===== config.mk =====
export PLATFORM = sky130hd
export DESIGN_NAME = flash_pd_sequencer
export DESIGN_NICKNAME = d
export VERILOG_FILES = /design/src/common/flash_pd_pkg.sv /design/src/design/flash_pd_sequencer.sv /design/src/design/exit_delay_timer.sv
export SDC_FILE = /design/constraint.sdc
export NUM_CORES = 1
export LEC_CHECK = 0
export BUFFER_PORTS_ARGS = -buffer_cell sky130_fd_sc_hd__clkbuf_2
export CELL_PAD_IN_SITES_DETAIL_PLACEMENT = 2
export CELL_PAD_IN_SITES_GLOBAL_PLACEMENT = 2
export CORE_AREA = 2 2 124 126
export DETAILED_ROUTE_END_ITERATION = 7
export DIE_AREA = 0 0 126 128
export HOLD_SLACK_MARGIN = 0.02
export PLACE_DENSITY = 0.87
export SLEW_MARGIN = 20
export SYNTH_ARGS = -nofsm -noshare
export SYNTH_HDL_FRONTEND = slang
export SYNTH_SLANG_ARGS = --single-unit

===== constraint.sdc =====
create_clock -name ref_clk_i -period 3.9 [get_ports ref_clk_i]
set_input_delay 0.585 -clock ref_clk_i [delete_from_list [all_inputs] [get_ports ref_clk_i]]
set_output_delay 0.585 -clock ref_clk_i [all_outputs]
set_load 0.01 [all_outputs]

===== src/common/flash_pd_pkg.sv =====
// constants, field layout and carrier types of the suspend / power-down parameter block
package flash_pd_pkg;
   // clock and delay units
   localparam int CLK_PERIOD_NS = 8;
   localparam int UNIT0_NS      = 128;
   localparam int UNIT1_NS      = 1000;
   localparam int UNIT2_NS      = 8000;
   localparam int UNIT3_NS      = 64000;
   localparam int UNIT_W        = 14;
   localparam logic [UNIT_W-1:0] UNIT0_CYCLES = UNIT_W'(UNIT0_NS / CLK_PERIOD_NS);
   localparam logic [UNIT_W-1:0] UNIT1_CYCLES = UNIT_W'(UNIT1_NS / CLK_PERIOD_NS);
   localparam logic [UNIT_W-1:0] UNIT2_CYCLES = UNIT_W'(UNIT2_NS / CLK_PERIOD_NS);
   localparam int UNIT3_CYCLES_DEF = UNIT3_NS / CLK_PERIOD_NS;
   localparam int COUNT_W = 5;

   // register byte offsets
   localparam logic [3:0] OFF_WORD13 = 4'h0;
   localparam logic [3:0] OFF_WORD14 = 4'h4;
   localparam logic [3:0] OFF_CONFIG = 4'h8;
   localparam logic [3:0] OFF_STATE  = 4'hC;

   // parameter word fields
   localparam int W13_SUSPEND_LSB   = 24;
   localparam int W13_RESUME_LSB    = 16;
   localparam int W13_PSUSPEND_LSB  = 8;
   localparam int W13_PRESUME_LSB   = 0;
   localparam int W14_PD_UNSUP_BIT  = 31;
   localparam int W14_ENTER_LSB     = 23;
   localparam int W14_EXIT_LSB      = 15;
   localparam int W14_UNIT_LSB      = 13;
   localparam int W14_COUNT_LSB     = 8;
   localparam int W14_CAPS_LSB      = 2;
   localparam logic [1:0] W14_RESERVED = 2'h0;

   // config register layout
   localparam int CFG_W            = 14;
   localparam int CFG_PD_UNSUP_BIT = 0;
   localparam int CFG_UNIT_LSB     = 1;
   localparam int CFG_COUNT_LSB    = 3;
   localparam int CFG_CAPS_LSB     = 8;
   localparam int CAPS_W           = 6;
   localparam logic [CFG_W-1:0] CFG_RESET = 14'h0324;
   localparam int CAP_LEGACY_BIT   = 0;
   localparam int CAP_FLAG_BIT     = 1;

   // status command codes and bit positions
   localparam logic [7:0] CMD_READ_STATUS = 8'h05;
   localparam logic [7:0] CMD_READ_FLAG   = 8'h70;
   localparam int STATUS_WIP_BIT = 0;
   localparam int FLAG_READY_BIT = 7;

   typedef enum logic [2:0] {
      PWR_ACTIVE  = 3'b001,
      PWR_DOWN    = 3'b010,
      PWR_EXITING = 3'b100
   } pwr_t;

   typedef struct packed {
      logic       valid;
      logic [7:0] code;
   } cmd_t;

   typedef struct packed {
      logic       valid;
      logic [7:0] data;
   } rsp_t;

   typedef struct packed {
      pwr_t             pwr;
      logic             susp;
      logic             prog_susp;
      logic [CFG_W-1:0] cfg;
      logic [31:0]      rdata;
      logic             wr_pend;
      logic [3:0]       wr_addr;
      rsp_t             rsp;
      logic             ignored;
   } main_state_t;

   typedef struct packed {
      logic [UNIT_W-1:0]  prescale;
      logic [UNIT_W-1:0]  unit;
      logic [COUNT_W-1:0] remaining;
      logic               running;
   } timer_state_t;
endpackage


===== src/design/flash_pd_sequencer.sv =====
// suspend/resume codes, deep power-down control and busy polling of a serial flash
// Operation
// - word 13 bits 31:24 carry the general suspend command code.
// - word 13 bits 23:16 carry the general resume command code.
// - word 13 bits 15:8 carry the program suspend code, or the general one if none differs.
// - word 13 bits 7:0 carry the program resume code, or the general one if none differs.
// - word 14 bit 31 is zero when power-down is supported; when one, no power-down is done.
// - word 14 bits 30:23 carry the enter power-down command code.
// - word 14 bits 22:15 carry the exit power-down command code.
// - word 14 bits 7:2 are polling capability flags, zero meaning unsupported.
// - with the flag capability, command 70h returns bit 7 zero while busy, one when ready.
// - with the flag capability, flag polling is allowed any time the device is busy; the code answers it only in the active power state.
// - with the legacy capability, command 05h returns bit 0 one while busy, zero when ready.
//
// Decided for this implementation: register access over AHB-Lite and the register offsets.
`timescale 1ns/100ps
module flash_pd_sequencer
   import flash_pd_pkg::*;
#(
   parameter logic [7:0]        SUSPEND_CODE       = 8'hA1,
   parameter logic [7:0]        RESUME_CODE        = 8'hA2,
   parameter logic [7:0]        PROG_SUSPEND_CODE  = 8'hA1,
   parameter logic [7:0]        PROG_RESUME_CODE   = 8'hA2,
   parameter logic [7:0]        ENTER_PD_CODE      = 8'hA3,
   parameter logic [7:0]        EXIT_PD_CODE       = 8'hA4,
   parameter logic [UNIT_W-1:0] UNIT3_CYCLES       = UNIT_W'(UNIT3_CYCLES_DEF)
)(
   input  wire logic        ref_clk_i,
   input  wire logic        rst_i,
   input  wire logic        hsel_i,
   input  wire logic [31:0] haddr_i,
   input  wire logic [1:0]  htrans_i,
   input  wire logic        hwrite_i,
   input  wire logic [2:0]  hsize_i,
   input  wire logic [31:0] hwdata_i,
   input  wire logic        hready_i,
   output logic      [31:0] hrdata_o,
   output logic             hreadyout_o,
   output logic             hresp_o,
   input  wire cmd_t        cmd_i,
   input  wire logic        op_busy_i,
   output rsp_t             rsp_o,
   output logic             cmd_ignored_o,
   output logic             write_in_progress_flag_o,
   output logic             powered_down_o,
   output logic             exiting_o,
   output logic             suspended_o,
   output logic             prog_suspended_o
);
   main_state_t s;
   main_state_t next_s;

   logic [31:0]        word13;
   logic [31:0]        word14;
   logic [31:0]        state_word;
   logic [31:0]        rd_word;
   logic [UNIT_W-1:0]  unit_sel;
   logic [1:0]         cfg_unit;
   logic [COUNT_W-1:0] cfg_count;
   logic [CAPS_W-1:0]  cfg_caps;
   logic               pd_unsup;
   logic               busy;
   logic               tmr_start;
   logic               tmr_busy;
   logic               addr_acc;
   logic               mapped;
   logic               is_cmd;

   assign cfg_unit  = s.cfg[CFG_UNIT_LSB +: 2];
   assign cfg_count = s.cfg[CFG_COUNT_LSB +: COUNT_W];
   assign cfg_caps  = s.cfg[CFG_CAPS_LSB +: CAPS_W];
   assign pd_unsup  = s.cfg[CFG_PD_UNSUP_BIT];
   // a suspended operation makes no progress, so it does not count as busy
   assign busy      = op_busy_i & ~s.susp & ~s.prog_susp;
   assign is_cmd    = cmd_i.valid;

   assign word13 = {SUSPEND_CODE, RESUME_CODE, PROG_SUSPEND_CODE, PROG_RESUME_CODE};
   assign word14 = {pd_unsup, ENTER_PD_CODE, EXIT_PD_CODE, cfg_unit, cfg_count, cfg_caps,
                    W14_RESERVED};
   assign state_word = {26'h0, busy, s.pwr == PWR_EXITING, s.pwr == PWR_DOWN,
                        s.prog_susp, s.susp, op_busy_i};

   always_comb begin
      case (cfg_unit)
         2'h0:    unit_sel = UNIT0_CYCLES;
         2'h1:    unit_sel = UNIT1_CYCLES;
         2'h2:    unit_sel = UNIT2_CYCLES;
         default: unit_sel = UNIT3_CYCLES;
      endcase
   end

   assign addr_acc = hsel_i & htrans_i[1] & hready_i;
   assign mapped   = (haddr_i[31:4] == 28'h0);

   always_comb begin
      if (!mapped) begin
         rd_word = 32'h0;
      end else begin
         case (haddr_i[3:0])
            OFF_WORD13: rd_word = word13;
            OFF_WORD14: rd_word = word14;
            OFF_CONFIG: rd_word = {18'h0, s.cfg};
            OFF_STATE:  rd_word = state_word;
            default:    rd_word = 32'h0;
         endcase
      end
   end

   always_comb begin
      next_s         = s;
      next_s.rsp     = '0;
      next_s.ignored = 1'b0;
      tmr_start      = 1'b0;

      // bus: read data sampled in address phase, write lands in data phase
      next_s.wr_pend = addr_acc & hwrite_i & mapped;
      next_s.wr_addr = haddr_i[3:0];
      if (addr_acc && !hwrite_i) begin
         next_s.rdata = rd_word;
      end
      if (s.wr_pend && s.wr_addr == OFF_CONFIG) begin
         next_s.cfg = hwdata_i[CFG_W-1:0];
      end

      case (s.pwr)
         PWR_ACTIVE: begin
            if (is_cmd) begin
               if (cmd_i.code == CMD_READ_STATUS) begin
                  if (cfg_caps[CAP_LEGACY_BIT]) begin
                     next_s.rsp.valid = 1'b1;
                     next_s.rsp.data  = 8'h00;
                     next_s.rsp.data[STATUS_WIP_BIT] = busy;
                  end else begin
                     next_s.ignored = 1'b1;
                  end
               end else if (cmd_i.code == CMD_READ_FLAG) begin
                  if (cfg_caps[CAP_FLAG_BIT]) begin
                     next_s.rsp.valid = 1'b1;
                     next_s.rsp.data  = 8'h00;
                     next_s.rsp.data[FLAG_READY_BIT] = ~busy;
                  end else begin
                     next_s.ignored = 1'b1;
                  end
               end else if (cmd_i.code == SUSPEND_CODE) begin
                  if (op_busy_i) begin
                     next_s.susp = 1'b1;
                  end
               end else if (cmd_i.code == RESUME_CODE) begin
                  next_s.susp = 1'b0;
               end else if (cmd_i.code == PROG_SUSPEND_CODE) begin
                  if (op_busy_i) begin
                     next_s.prog_susp = 1'b1;
                  end
               end else if (cmd_i.code == PROG_RESUME_CODE) begin
                  next_s.prog_susp = 1'b0;
               end else if (cmd_i.code == ENTER_PD_CODE) begin
                  // never power down while an operation is busy and not suspended
                  if (!pd_unsup && !busy) begin
                     next_s.pwr = PWR_DOWN;
                  end else begin
                     next_s.ignored = 1'b1;
                  end
               end
            end
         end
         PWR_DOWN: begin
            if (is_cmd) begin
               if (cmd_i.code == EXIT_PD_CODE) begin
                  next_s.pwr = PWR_EXITING;
                  tmr_start  = 1'b1;
               end else begin
                  next_s.ignored = 1'b1;
               end
            end
         end
         PWR_EXITING: begin
            // status is meaningless while waking; host must wait the delay
            if (is_cmd) begin
               next_s.ignored = 1'b1;
            end
            if (!tmr_busy) begin
               next_s.pwr = PWR_ACTIVE;
            end
         end
         default: begin
            next_s.pwr = PWR_ACTIVE;
         end
      endcase
   end

   always_ff @(posedge ref_clk_i) begin
      if (rst_i) begin
         s     <= '0;
         s.pwr <= PWR_ACTIVE;
         s.cfg <= CFG_RESET;
      end else begin
         s <= next_s;
      end
   end

   exit_delay_timer u_exit_timer (
      .ref_clk_i     (ref_clk_i),
      .rst_i         (rst_i),
      .start_i       (tmr_start),
      .unit_cycles_i (unit_sel),
      .count_i       (cfg_count),
      .busy_o        (tmr_busy)
   );

   assign hrdata_o                 = s.rdata;
   assign hreadyout_o              = 1'b1;
   assign hresp_o                  = 1'b0;
   assign rsp_o                    = s.rsp;
   assign cmd_ignored_o            = s.ignored;
   assign write_in_progress_flag_o = busy;
   assign powered_down_o           = (s.pwr == PWR_DOWN);
   assign exiting_o                = (s.pwr == PWR_EXITING);
   assign suspended_o              = s.susp;
   assign prog_suspended_o         = s.prog_susp;

   logic rd13;
   logic rd14;
   assign rd13 = addr_acc && !hwrite_i && haddr_i == {28'h0, OFF_WORD13};
   assign rd14 = addr_acc && !hwrite_i && haddr_i == {28'h0, OFF_WORD14};
endmodule


===== src/design/exit_delay_timer.sv =====
// counts (count+1) units of a selectable cycle length
`timescale 1ns/100ps
module exit_delay_timer
   import flash_pd_pkg::*;
(
   input  wire logic               ref_clk_i,
   input  wire logic               rst_i,
   input  wire logic               start_i,
   input  wire logic [UNIT_W-1:0]  unit_cycles_i,
   input  wire logic [COUNT_W-1:0] count_i,
   output logic                    busy_o
);
   timer_state_t s;
   timer_state_t next_s;

   always_comb begin
      next_s = s;
      if (start_i) begin
         next_s.running   = 1'b1;
         next_s.unit      = unit_cycles_i;
         next_s.prescale  = unit_cycles_i - UNIT_W'(1);
         next_s.remaining = count_i;
      end else if (s.running) begin
         if (s.prescale == '0) begin
            if (s.remaining == '0) begin
               next_s.running = 1'b0;
            end else begin
               next_s.remaining = s.remaining - COUNT_W'(1);
               next_s.prescale  = s.unit - UNIT_W'(1);
            end
         end else begin
            next_s.prescale = s.prescale - UNIT_W'(1);
         end
      end
   end

   always_ff @(posedge ref_clk_i) begin
      if (rst_i) begin
         s <= '0;
      end else begin
         s <= next_s;
      end
   end

   assign busy_o = s.running;
endmodule


Word level (Yosys, flattened, before mapping)
Index checks and enable logic that the tools add are counted.
- register bits: 99
- bits in latches: 0
- memory bits (writable): 0
- memory bits (read-only): 0
- bits of input ports: 84
- output and inout port bits: 49
- word-level logic and storage cells: 120
- memories: 0
- $add $sub $neg: 4
- $mul: 0
- divide/modulo/power cells: 0
- $lt $le $gt $ge: 0
- equal/unequal tests: 28
- shifts and indexed selects: 0
- muxes and demuxes: 45
- bitwise gates (word level): 11
- reduce and logical (&&, ||, !) cells: 19
- operator list (kind ; number):
    one-hot mux 32 bit (4 select lines) ; 1
    two-way mux 14 bit ; 4
    one-hot mux 13 bit (3 select lines) ; 1
    equality test 8 bit, second input constant ; 4
    two-way mux 32 bit ; 1
    zero test 28 bit ; 1
    subtractor 14 x 1 -> 14 bit, second input constant ; 2
    two-way mux 9 bit ; 3
    inequality test 2 bit, second input constant ; 11
    two-way mux 3 bit ; 7
    two-way mux 5 bit ; 4
    two-way mux 1 bit ; 18
    two-way mux 6 bit ; 3
    zero test 14 bit ; 1
    subtractor 13 x 1 -> 14 bit, second input constant ; 1
    equality test 4 bit, second input constant ; 3
    two-way mux 10 bit ; 1
    AND reduction 10 bit ; 1
    one-hot mux 3 bit (3 select lines) ; 1
    equality test 8 x 3 -> 1 bit, second input constant ; 1
    equality test 8 x 7 -> 1 bit, second input constant ; 1
    NOT 1 bit ; 6
    AND reduction 6 bit ; 1
    nonzero test 2 bit ; 3
    other kinds (19) ; 27

Logic depth before layout (Yosys ltp)
Gate-level depths: netlist of run 1.
- word-level depth: 12
- gate-level depth with buffers: 13
- depth with buffers taken out: 10

Hierarchy
From an unflattened synthesis of run 1, not the netlist that was laid out.
- cell total of the unflattened synthesis: 543
- area total of the unflattened synthesis: 4561.9 sq um
- modules (own cells, without submodules) (module ; times used ; cells each ; area an instance (sq um) ; sequential area each (sq um)):
    flash_pd_sequencer ; 1 ; 294 ; 2478.6 ; 920.9
    exit_delay_timer ; 1 ; 249 ; 2083.2 ; 680.7

Worst setup path after synthesis of run 1
Ideal clock, no wire load.
- path type: input-to-reg
- start: input cmd_i[2] (netlist name)
- end: register u_exit_timer.s[30] (netlist name)
- setup time: 0.143 ns
- arrival time: 3.420 ns
- data required time: 3.757 ns
- slack: 0.337 ns
- cell stages on the path: 12
- cells stage by stage: clkbuf_2 > or4b_4 > or3_4 > buf_2 > clkbuf_1 > nand2_1 > ha_1 > o21ai_2 > nor4_2 > o21ai_2 > a2111oi_1 > a2111oi_2
- longest elaborated chain between the ends: 6
- ends and longest elaborated chain (element ; RTL line ; source):
    start: declaration ; flash_pd_sequencer.sv:40 ; input wire cmd_t cmd_i,
    equality test 8 bit (*) ; flash_pd_sequencer.sv:168 ; if (cmd_i.code == EXIT_PD_CODE) begin
    two-way mux 1 bit (*) ; flash_pd_sequencer.sv:168 ;
    two-way mux 1 bit (*) ; flash_pd_sequencer.sv:167 ; if (is_cmd) begin
    two-way mux 1 bit (*) ; flash_pd_sequencer.sv:125 ; case (s.pwr)
    inequality test 3 bit (no line) / nonzero test 2 bit (equally long branches) ; n/a ;
    AND reduction 2 bit (no line) ; n/a ;
    end signal: assignment ; exit_delay_timer.sv:41 ; s <= next_s;
    end: declaration ; exit_delay_timer.sv:13 ; timer_state_t s;
Mark *: on every way between the ends. The rest lies on a longest branch, timed or not.
A chain may end at the register's enable or synchronous reset.

Worst setup path after layout of run 1
- start: register s[64] (netlist name)
- end: register u_exit_timer.s[30] (netlist name)
- longest elaborated chain between the ends: 4
- ends and longest elaborated chain (element ; RTL line ; source):
    start: declaration ; flash_pd_sequencer.sv:50 ; main_state_t s;
    start signal: assignment ; flash_pd_sequencer.sv:197 ; s <= next_s;
    equality test 3 x 2 -> 1 bit (*) ; flash_pd_sequencer.sv:125 ;
    two-way mux 1 bit (*) ; flash_pd_sequencer.sv:125 ;
    inequality test 3 bit (no line) / nonzero test 2 bit (equally long branches) ; n/a ;
    AND reduction 2 bit (no line) ; n/a ;
Marks and branches as above.

==> results of run 1 <==
## worst min-delay path by stage
stage	to	start	depth (start not counted)
2_1_floorplan	hrdata_o[31]	hrdata_o[31]	2
3_3_place_gp	hrdata_o[31]	hrdata_o[31]	2
3_5_place_dp	u_exit_timer.s[10]	u_exit_timer.s[10]	2
4_1_cts	cfg_caps[3]	hwdata_i[11]	3
5_1_grt	cfg_caps[3]	hwdata_i[11]	3
6_report	cfg_caps[3]	hwdata_i[11]	3
## synth_stat cells (3+ instances only)
library cell / instances / area [um^2]
xnor2_1: 6 / 52.6
and3_1: 3 / 18.8
inv_1: 14 / 52.6
nor3_1: 9 / 45.0
mux2i_1: 4 / 40.0
o2111ai_1: 3 / 26.3
nand2b_1: 5 / 31.3
nand2_1: 56 / 210
nor2b_1: 8 / 50.1
nor4_1: 8 / 50.1
nand3_1: 7 / 35.0
o21ai_0: 16 / 80.1
or2_2: 5 / 31.3
a211oi_1: 20 / 150
a22o_1: 4 / 35.0
a32oi_1: 5 / 43.8
dfxtp_1: 73 / 1460
ha_1: 9 / 113
a22oi_1: 14 / 105
o211ai_1: 4 / 30.0
nor2_1: 67 / 251
nand4_1: 5 / 31.3
buf_4: 44 / 330
or4_1: 3 / 22.5
buf_2: 3 / 15.0
nand3b_1: 3 / 22.5
a21oi_1: 29 / 145
clkbuf_1: 16 / 60.1
xor2_1: 4 / 35.0
## sequential cells by signal, summed over array words and instances (netlist names)
signal / count
cfg_caps: 6
cfg_count: 5
cfg_unit: 2
cmd_ignored_o: 1
hrdata_o: 19
pd_unsup: 1
rsp_o: 3
s: 8
suspended_o: 1
u_exit_timer.busy_o: 1
u_exit_timer.s: 26
## critical path, stage by stage, from the launching register on
cell and delay [ns]:
dfxtp_1 0.48, or4bb_1 0.59, or3_4 0.38, nor2_1 0.27, a21o_1 0.16, ha_1 0.24, o21ai_2 0.11, nor4_2 0.42
o21ai_2 0.17, a2111oi_1 0.47, a2111oi_2 0.09
## metal layers
layer | part of all wire (%) | vias up | GRT usage [%]
li1 | - | 1870 | -
met1 | 41 | 1964 | 19.8
met2 | 53 | 126 | 34.5
met3 | 4.6 | 16 | 4.30
met4 | 1.1 | 0 | 4.46
met5 | 0 | - | 0
## area by class of cell
cell class | instances | share of cell area, %
Clock buffer | 11 | 5.21
Inverter | 14 | 1.08
Clock inverter | 5 | 0.773
Timing Repair Buffer | 101 | 10.7
Sequential cell | 73 | 30.1
Tap cell | 188 | 4.85
Multi-Input combinational cell | 368 | 47.3
## cells by family (layout without fill, tap and decap cells)
family / after synthesis / after routing
other: 2 / 15
XOR/XNOR: 10 / 10
flip-flops: 73 / 73
AO/OA/AOI/OAI: 122 / 122
buffers and inverters: 82 / 131
adder cells (fa/ha/maj): 9 / 9
AND/OR/NAND/NOR: 207 / 207
multiplexers: 5 / 5
## through the flow
step	cell area, um^2	util, %	total power [mW]
after floorplan	4250	-	0.835
after global placement	4560	30.7	0.873
after detailed placement	4560	30.7	0.877
after CTS	4850	32.7	1.70
after global routing	4850	32.7	1.74
final	4850	32.7	1.68
## power groups by stage
stage / Clock (mW) / Combinational (mW) / Sequential (mW)
5_1_grt: 0.869 / 0.119 / 0.755
2_1_floorplan: 0 / 0.0649 / 0.770
3_5_place_dp: 0 / 0.106 / 0.771
4_1_cts: 0.832 / 0.108 / 0.755
3_3_place_gp: 0 / 0.102 / 0.770
6_report: 0.815 / 0.109 / 0.755
==> results by group, run 1 <==
Outcome
  – Outcome: complete, no violations

Clock tree
  – TritonCTS clock tree: yes
  – Clock Pin Slew Worst Setup and Hold Paths: about 0.070 ns
  – Clock Path Buffers: 2
  – Clk Latency, worst-skew pair: 0.34 ns
  – Cts repair resizes: 0
  – Hold-fix buffers, CTS: 0
  – Clock buffer count from CTS: 9
  – H-tree Lvls: 3
  – Postcts setup bufs: 0
  – Root Driver: clkbuf_16
  – Clk sinks: 73

Routing
  – Detail Route Antenna Nets: 0
  – DRT Pass-1 Iters: 4
  – DRC: 0
  – Vias: 3,976
  – Vias/cell: 5.23
  – WL final: 14,500 um
  – Post-DR wirelength/cell: roughly 19 um
  – Starting DRT DRC Count: 243

Placement
  – IO Port Bufs: 95
  – Dpl hpwl: 10,300 um
  – Setup WS pre-CTS: 0.184 ns
  – Placer congestion estimate: 0.796
  – Placed Cells: 744

Logic synthesis
  – Post-synthesis compound-gate area fraction: approximately a fifth
  – Sequential share of the synthesized area: a little over a third
  – Synth Flop Type: dfxtp_1
  – Number of flops mapped to enable cells by yosys: 0
  – Synth Warn #: 0
  – Largest family of logic cells by synthesized area: simple AND/OR/NAND/NOR gates
  – Async SR Flop Fraction: 0%
  – Post-synthesis mux area share: under 10%
  – Synth Cell Area: 0.00421 mm^2
  – XOR/XNOR Fraction of Synth Area: 2.08%
  – Syn Inst Count: 510
  – Synthesis-stage register bit count: 73
  – Simple-Gate Fraction of Synth Area: 26.9%
  – Syn_area_per_cell: 8.25 um^2
  – Synth Area in Adders: 2.68%
  – Unique masters post-synth: 75

Global route
  – Largest net degree at the start of global routing: 50
  – Vias in the first global route: 4,334
  – Total grt overflow: 0
  – First-pass GRT wire length: 23,200 um
  – Tot GR Track Use: 18.0%
  – Initial antenna violation count: 0

Power and ir drop
  – Static Leak: 1.97 nW
  – Sequential power share: 45.0%
  – Comb pwr share: between 6 and 7%
  – VDD IR max: 197 uV
  – Net switching power: 0.419 mW
  – P_int: around 1.3 mW
  – Net Sw Frac: 24.9%
  – Pwr Density: 346 mW/mm^2
  – Clock share of power: 48.5%

Final layout
  – Ant diodes: 0
  – Fillers: 1,720
  – Register area: around 0.0015 mm^2
  – Commonest non-fill, non-tap cell in the layout: clkbuf_2
  – Most frequent cells in the layout: 95 x clkbuf_2, 73 x dfxtp_1, 67 x nor2_1
  – Final #Nets: 660
  – Multi-input logic area: ~0.0023 mm^2
  – Syn-to-layout area delta: 15.4%
  – Layout Cells excl Fill: 760
  – Layout cells sized above 1: between 20% and 30%

Critical path
  – CP endpoint: u_exit_timer.s[30]
  – Crit path from: s[64]
  – Reg-to-reg endpoint: u_exit_timer.s[30]
  – Startpoint types: flip-flop
  – Register-to-Register Path Depth: 10
  – Crit Path Max Fanout: 8
  – RR Startpoint: s[64]
  – Critical path class: flip-flop to flip-flop
  – Critical Path AT: 3.72 ns
  – CP Capture Type: flip-flop
  – Req. time, crit path: 4.10 ns
  – Reg2Reg Setup Slack: 0.38 ns

STA
  – Setup Skew: 0.00847 ns
  – Final worst-path cycle share: 90.2%
  – Hold Vio Cnt, Final: 0
  – RSZ-0062 raised after global routing: false
  – Post-route setup slack: 0.382 ns
  – Slew Limit Fails: 0
  – Crit path time final: 3.52 ns
  – Slew Limit Headroom: 44.2%
  – Setup TNS: 0 ns
  – Final hold slack: 0.470 ns
  – Setup Viol. Count Final: 0
  – F_max: 284 MHz
  – Worst Max-Slew Pin Slew: between 0.8 and 0.9 ns

Die
  – IO Count: roughly 130
  – Die width: 126 um
  – Full die area: 0.0161 mm^2
  – Site row count: 45
  – Initial core utilization: 28.3%
  – Core area: 0.0149 mm^2
  – Die height: 128 um

Min path
  – Hold WC Path Type: input port to flip-flop

Flow run
  – Number of max-cap violations: 0
Power figures use the tool's default switching activity.
==> run 2, diff against run 1 <==
Settings changed: RECOVER_POWER set to 25.
==> run 2 against run 1 <==
Register-to-register slack hardly changed. Sequential share of layout area increased by 0.19 points. Sequential power hardly changed. Power grew 0.17%. Die area stayed put. Non-clock buffer count stayed put. Hold slack got worse by 0.0050 ns. First-iteration DRC count fell by 6.2%. Largest cell class unchanged.
==> results by group, run 2 (synthesis results as in run 1) <==
Clock tree
  – Clock buffer count from CTS: 9
  – Clock Path Buffers: 2
  – Clk Latency, worst-skew pair: 0.34 ns
  – Clk sinks: 73
  – H-tree Lvls: 3
  – TritonCTS clock tree: yes
  – Hold-fix buffers, CTS: 0
  – Root Driver: clkbuf_16
  – Clock Pin Slew Worst Setup and Hold Paths: 0.07 ns
  – Postcts setup bufs: 0
  – Cts repair resizes: 0

STA
  – Final worst-path cycle share: 90.2%
  – Setup Skew: 0.0100 ns
  – Setup Viol. Count Final: 0
  – F_max: 284 MHz
  – Slew Limit Fails: 0
  – Worst Max-Slew Pin Slew: 1.00 ns
  – Crit path time final: ~3.5 ns
  – RSZ-0062 raised after global routing: false
  – Slew Limit Headroom: 33.3%
  – Setup TNS: 0 ns
  – Hold Vio Cnt, Final: 0
  – Final hold slack: ~0.47 ns

Routing
  – Post-DR wirelength/cell: 19.2 um
  – Starting DRT DRC Count: 228
  – DRT Pass-1 Iters: 4
  – Detail Route Antenna Nets: 0
  – Vias/cell: between 5 and 6
  – DRC: 0
  – WL final: 14,600 um
  – Vias: 4,002

Critical path
  – Crit-path cells: or4bb_1 -> or3_4 -> nor2_1 -> a21o_1 -> ha_1 -> o21ai_2 -> nor4_2 -> o21ai_2 -> a2111oi_1 -> a2111oi_2
  – Delay-heaviest family, CP: simple AND/OR/NAND/NOR gates
  – Register-to-Register Path Depth: 10
  – RR Startpoint: s[64]
  – CP max stage delay: 0.59 ns
  – Req. time, crit path: 4.10 ns
  – Critical Path AT: 3.72 ns
  – CP Capture Type: flip-flop
  – Most frequent CP cell: o21ai_2
  – Crit Path Max Fanout: 8
  – Buffers and inverters on the worst path: 0
  – Startpoint types: flip-flop
  – Critical path class: flip-flop to flip-flop
  – Reg-to-reg endpoint: u_exit_timer.s[30]
  – Reg2Reg Setup Slack: 0.38 ns
  – Slowest cell on the critical path: or4bb_1

Final layout
  – Syn-to-layout area delta: 14.7%
  – Final #Nets: 660
  – Finished Cell Area: 0.00482 mm^2
  – Ant diodes: 0
  – Commonest non-fill, non-tap cell in the layout: dfxtp_1
  – Biggest register: u_exit_timer.s
  – Max reg flops: 26
  – Most frequent cells in the layout: 73 x dfxtp_1, 71 x clkbuf_2, 67 x nor2_1
  – Layout Cells excl Fill: 760
  – Layout cells sized above 1: 21.2%

Die
  – Core area: 0.0149 mm^2
  – Die height: 128 um
  – Site row count: 45
  – Full die area: 0.0161 mm^2
  – IO Count: 133
  – Die width: 126 um
  – Initial core utilization: 28.3%

Global route
  – Tot GR Track Use: 18.0%
  – Vias in the first global route: 4,334
  – Initial antenna violation count: 0
  – Largest net degree at the start of global routing: 50
  – First-pass GRT wire length: 23,200 um
  – Total grt overflow: 0

Placement
  – Placed Cells: 744
  – IO Port Bufs: 95
  – Dpl hpwl: 10,300 um
  – Placed cell areas: 0.00456 mm^2
  – Placer congestion estimate: 0.796

Power and ir drop
  – VDD IR max: 201 uV
  – Pwr Density: 349 mW/mm^2
  – Static Leak: 1.89 nW
  – Final Power: 1.68 mW

Outcome
  – Outcome: complete, no violations

Min path
  – Hold EP: cfg_caps[3]
  – Min-delay src: hwdata_i[11]
  – Hold depth: 3
  – Hold WC Path Type: input port to flip-flop

Flow run
  – Number of max-cap violations: 0
[run 2: worst reg2reg max path: stages (launching register included)]
cell,delay [ns]
dfxtp_1,0.48
or4bb_1,0.59
or3_4,0.38
nor2_1,0.27
a21o_1,0.16
ha_1,0.24
o21ai_2,0.11
nor4_2,0.43
o21ai_2,0.17
a2111oi_1,0.47
a2111oi_2,0.09
[run 2: power breakdown]
| part | internal [mW] | switching [mW] | total, mW | leakage [nW] |
|---|---|---|---|---|
| logic | 0.0410 | 0.0674 | 0.108 | 1.16 |
| clock network | 0.469 | 0.349 | 0.818 | 0.139 |
| registers | 0.750 | 0.00539 | 0.755 | 0.589 |
| total | 1.26 | 0.422 | 1.68 | 1.89 |
[run 2: how the worst max path moves through the flow]
stage	from	endpoint	slack [ns]	cells after the start
finish	s[64]	u_exit_timer.s[30]	0.38	10
global route	s[64]	u_exit_timer.s[30]	0.19	10
global placement	cmd_i[0]	u_exit_timer.s[30]	0.28	11
floorplan	cmd_i[2]	u_exit_timer.s[30]	0.34	12
CTS	s[64]	u_exit_timer.s[30]	0.36	10
detailed placement	cmd_i[0]	u_exit_timer.s[30]	0.18	11
[run 2: metal layers]
metal / global-route usage (%) / part of all wire [%] / vias up
li1: - / - / 1873
met1: 19.8 / 41 / 1979
met2: 34.5 / 53 / 131
met3: 4.30 / 5.0 / 19
met4: 4.46 / 1.2 / 0
met5: 0 / 0 / -
[run 2: through the flow]
step	utilization, %	setup slack, ns
2_1_floorplan	-	0.337
3_3_place_gp	30.7	0.275
3_5_place_dp	30.7	0.184
4_1_cts	32.7	0.358
5_1_grt	32.4	0.195
6_report	32.4	0.384
[run 2: final cells by class]
cell class	instances	area, um^2
repair buffers	101	490
clock inverters	5	37.5
fillers	1734	10000
inverters	14	52.6
clock buffers	11	253
flip-flops and latches	73	1460
well taps	188	235
multi-input cells	368	2290
==> run 3, diff against run 2 <==
Settings changed: CELL_PAD_IN_SITES_DETAIL_PLACEMENT 2 to 1, CELL_PAD_IN_SITES_GLOBAL_PLACEMENT 2 to 1, CORE_AREA 2 2 124 126 to 2 2 110 112, DIE_AREA 0 0 126 128 to 0 0 112 114.
==> run 3 against run 2 <==
The run now ends with max-capacitance violations, max-slew violations left. Register-to-register slack worse by 0.04 ns. Sequential cell count unchanged. Clock-buffer cell count fell by 2.
==> results by group, run 3 (synthesis results as in run 1) <==
Final layout
  – Final core occ: between 40% and 50%
  – Fillers: between 1k and 1.5k
  – Register area: around 0.0015 mm^2
  – Ant diodes: 0
  – Layout cells sized above 1: 21.5%
  – Multi-input logic area: 0.00229 mm^2
  – Max reg flops: 26
  – Biggest register: u_exit_timer.s
  – Commonest non-fill, non-tap cell in the layout: clkbuf_2
  – Most frequent cells in the layout: 74 x clkbuf_2, 73 x dfxtp_1, 67 x nor2_1
  – Final #Nets: 660
  – Finished Cell Area: 0.00476 mm^2
  – Syn-to-layout area delta: 13.2%

Die
  – Core area: 0.0117 mm^2
  – Initial core utilization: 35.9%
  – Die width: 112 um
  – Die height: approximately 110 um
  – Site row count: 40
  – IO Count: 133
  – Full die area: around 0.013 mm^2

Clock tree
  – Postcts setup bufs: 0
  – Clk sinks: 73
  – Root Driver: clkbuf_16
  – Clock Pin Slew Worst Setup and Hold Paths: 0.06 ns
  – Cts repair resizes: 0
  – Clock buffer count from CTS: 9
  – Hold-fix buffers, CTS: 0
  – Clock Path Buffers: 2
  – TritonCTS clock tree: yes
  – Clk Latency, worst-skew pair: 0.34 ns
  – H-tree Lvls: 3

Critical path
  – Req. time, crit path: 3.98 ns
  – CP Capture Type: flip-flop
  – Crit Path Max Fanout: 8
  – Critical Path AT: between 3 and 4 ns
  – Startpoint types: flip-flop
  – Critical path class: flip-flop to flip-flop

Global route
  – Tot GR Track Use: 19.4%
  – Total grt overflow: 0
  – First-pass GRT wire length: approximately 20,000 um
  – Initial antenna violation count: 0
  – Vias in the first global route: 4,109
  – Largest net degree at the start of global routing: 68

STA
  – Setup TNS: 0 ns
  – Setup Skew: 0.00677 ns
  – RSZ-0062 raised after global routing: false
  – Slew Limit Headroom: -99.2%
  – Post-route setup slack: 0.348 ns
  – Worst Max-Slew Pin Slew: approximately 3.0 ns
  – F_max: 282 MHz
  – Final worst-path cycle share: approximately nine tenths
  – Final hold slack: 0.448 ns
  – Setup Viol. Count Final: 0
  – Crit path time final: 3.55 ns
  – Hold Vio Cnt, Final: 0
  – Slew Limit Fails: 68

Power and ir drop
  – Pwr Density: around 340 mW/mm^2
  – VDD IR max: 250 uV
  – Static Leak: 1.88 nW

Placement
  – Setup WS pre-CTS: 0.181 ns
  – IO Port Bufs: 95
  – Placer congestion estimate: 0.883
  – Dpl hpwl: about 9000 um
  – Placed cell areas: 0.00451 mm^2

Routing
  – Starting DRT DRC Count: 279
  – Detail Route Antenna Nets: 0
  – Vias/cell: about 5.5
  – DRT Pass-1 Iters: 4
  – Vias: a little under 4k
  – Post-DR wirelength/cell: 17.3 um
  – DRC: 0
  – WL final: between 10,000 and 15,000 um

Outcome
  – Outcome: finished with violations
  – Failing checks: max-capacitance violations, max-slew violations

Min path
  – Hold WC Path Type: input port to flip-flop

Flow run
  – Number of max-cap violations: 1
[run 3: cell types whose count changed in the layout (fill, tap and decap cells not counted)]
cell | before | now
buf_4 | 6 | 5
clkbuf_8 | 2 | 0
clkbuf_2 | 71 | 74
clkinv_4 | 0 | 1
clkbuf_1 | 24 | 22
clkinvlp_4 | 2 | 3
[run 3: power breakdown]
part	switching, mW	internal, mW	total, mW
Clock	0.341	0.435	0.775
Sequential	0.00462	0.750	0.754
Combinational	0.0647	0.0407	0.105
[run 3: path summary, 6_finish.rpt]
path         cells after the start          from  slack [ns]            endpoint
min reg2reg                      2  hrdata_o[31]        0.47        hrdata_o[31]
max                             10         s[64]        0.35  u_exit_timer.s[30]
min                              2   hwdata_i[2]        0.45         cfg_unit[1]
max reg2reg                     10         s[64]        0.35  u_exit_timer.s[30]
[run 3: routing by layer]
metal / wire, um / vias up / share of wire, % / global-route usage (%)
met5: 0 / - / 0 / 0
met4: 382 / 0 / 3.1 / 8.54
met3: 492 / 26 / 4.0 / 3.19
met2: 6470 / 100 / 52 / 36.4
met1: 5090 / 1922 / 41 / 21.7
li1: - / 1876 / - / -
[run 3: final cells by class]
type,count,share of cell area [%]
repair buffers,101,10.3
well taps,147,3.86
flip-flops and latches,73,30.7
clock buffers,9,4.73
inverters,14,1.10
clock inverters,7,1.13
multi-input cells,368,48.2
[run 3: worst max-delay path, stage by stage, from the launching register on]
cell and delay, ns:
dfxtp_1 0.46, or4bb_1 0.59, or3_4 0.37, nor2_1 0.22
a21o_1 0.15, ha_1 0.23, o21ai_2 0.11, nor4_2 0.43
o21ai_2 0.17, a2111oi_1 0.47, a2111oi_2 0.10
[run 3: through the flow]
step | cells | power, mW
2_1_floorplan | 523 | 0.835
3_5_place_dp | 703 | 0.874
4_1_cts | 719 | 1.65
3_3_place_gp | 703 | 0.870
6_report | 719 | 1.64
5_1_grt | 719 | 1.68
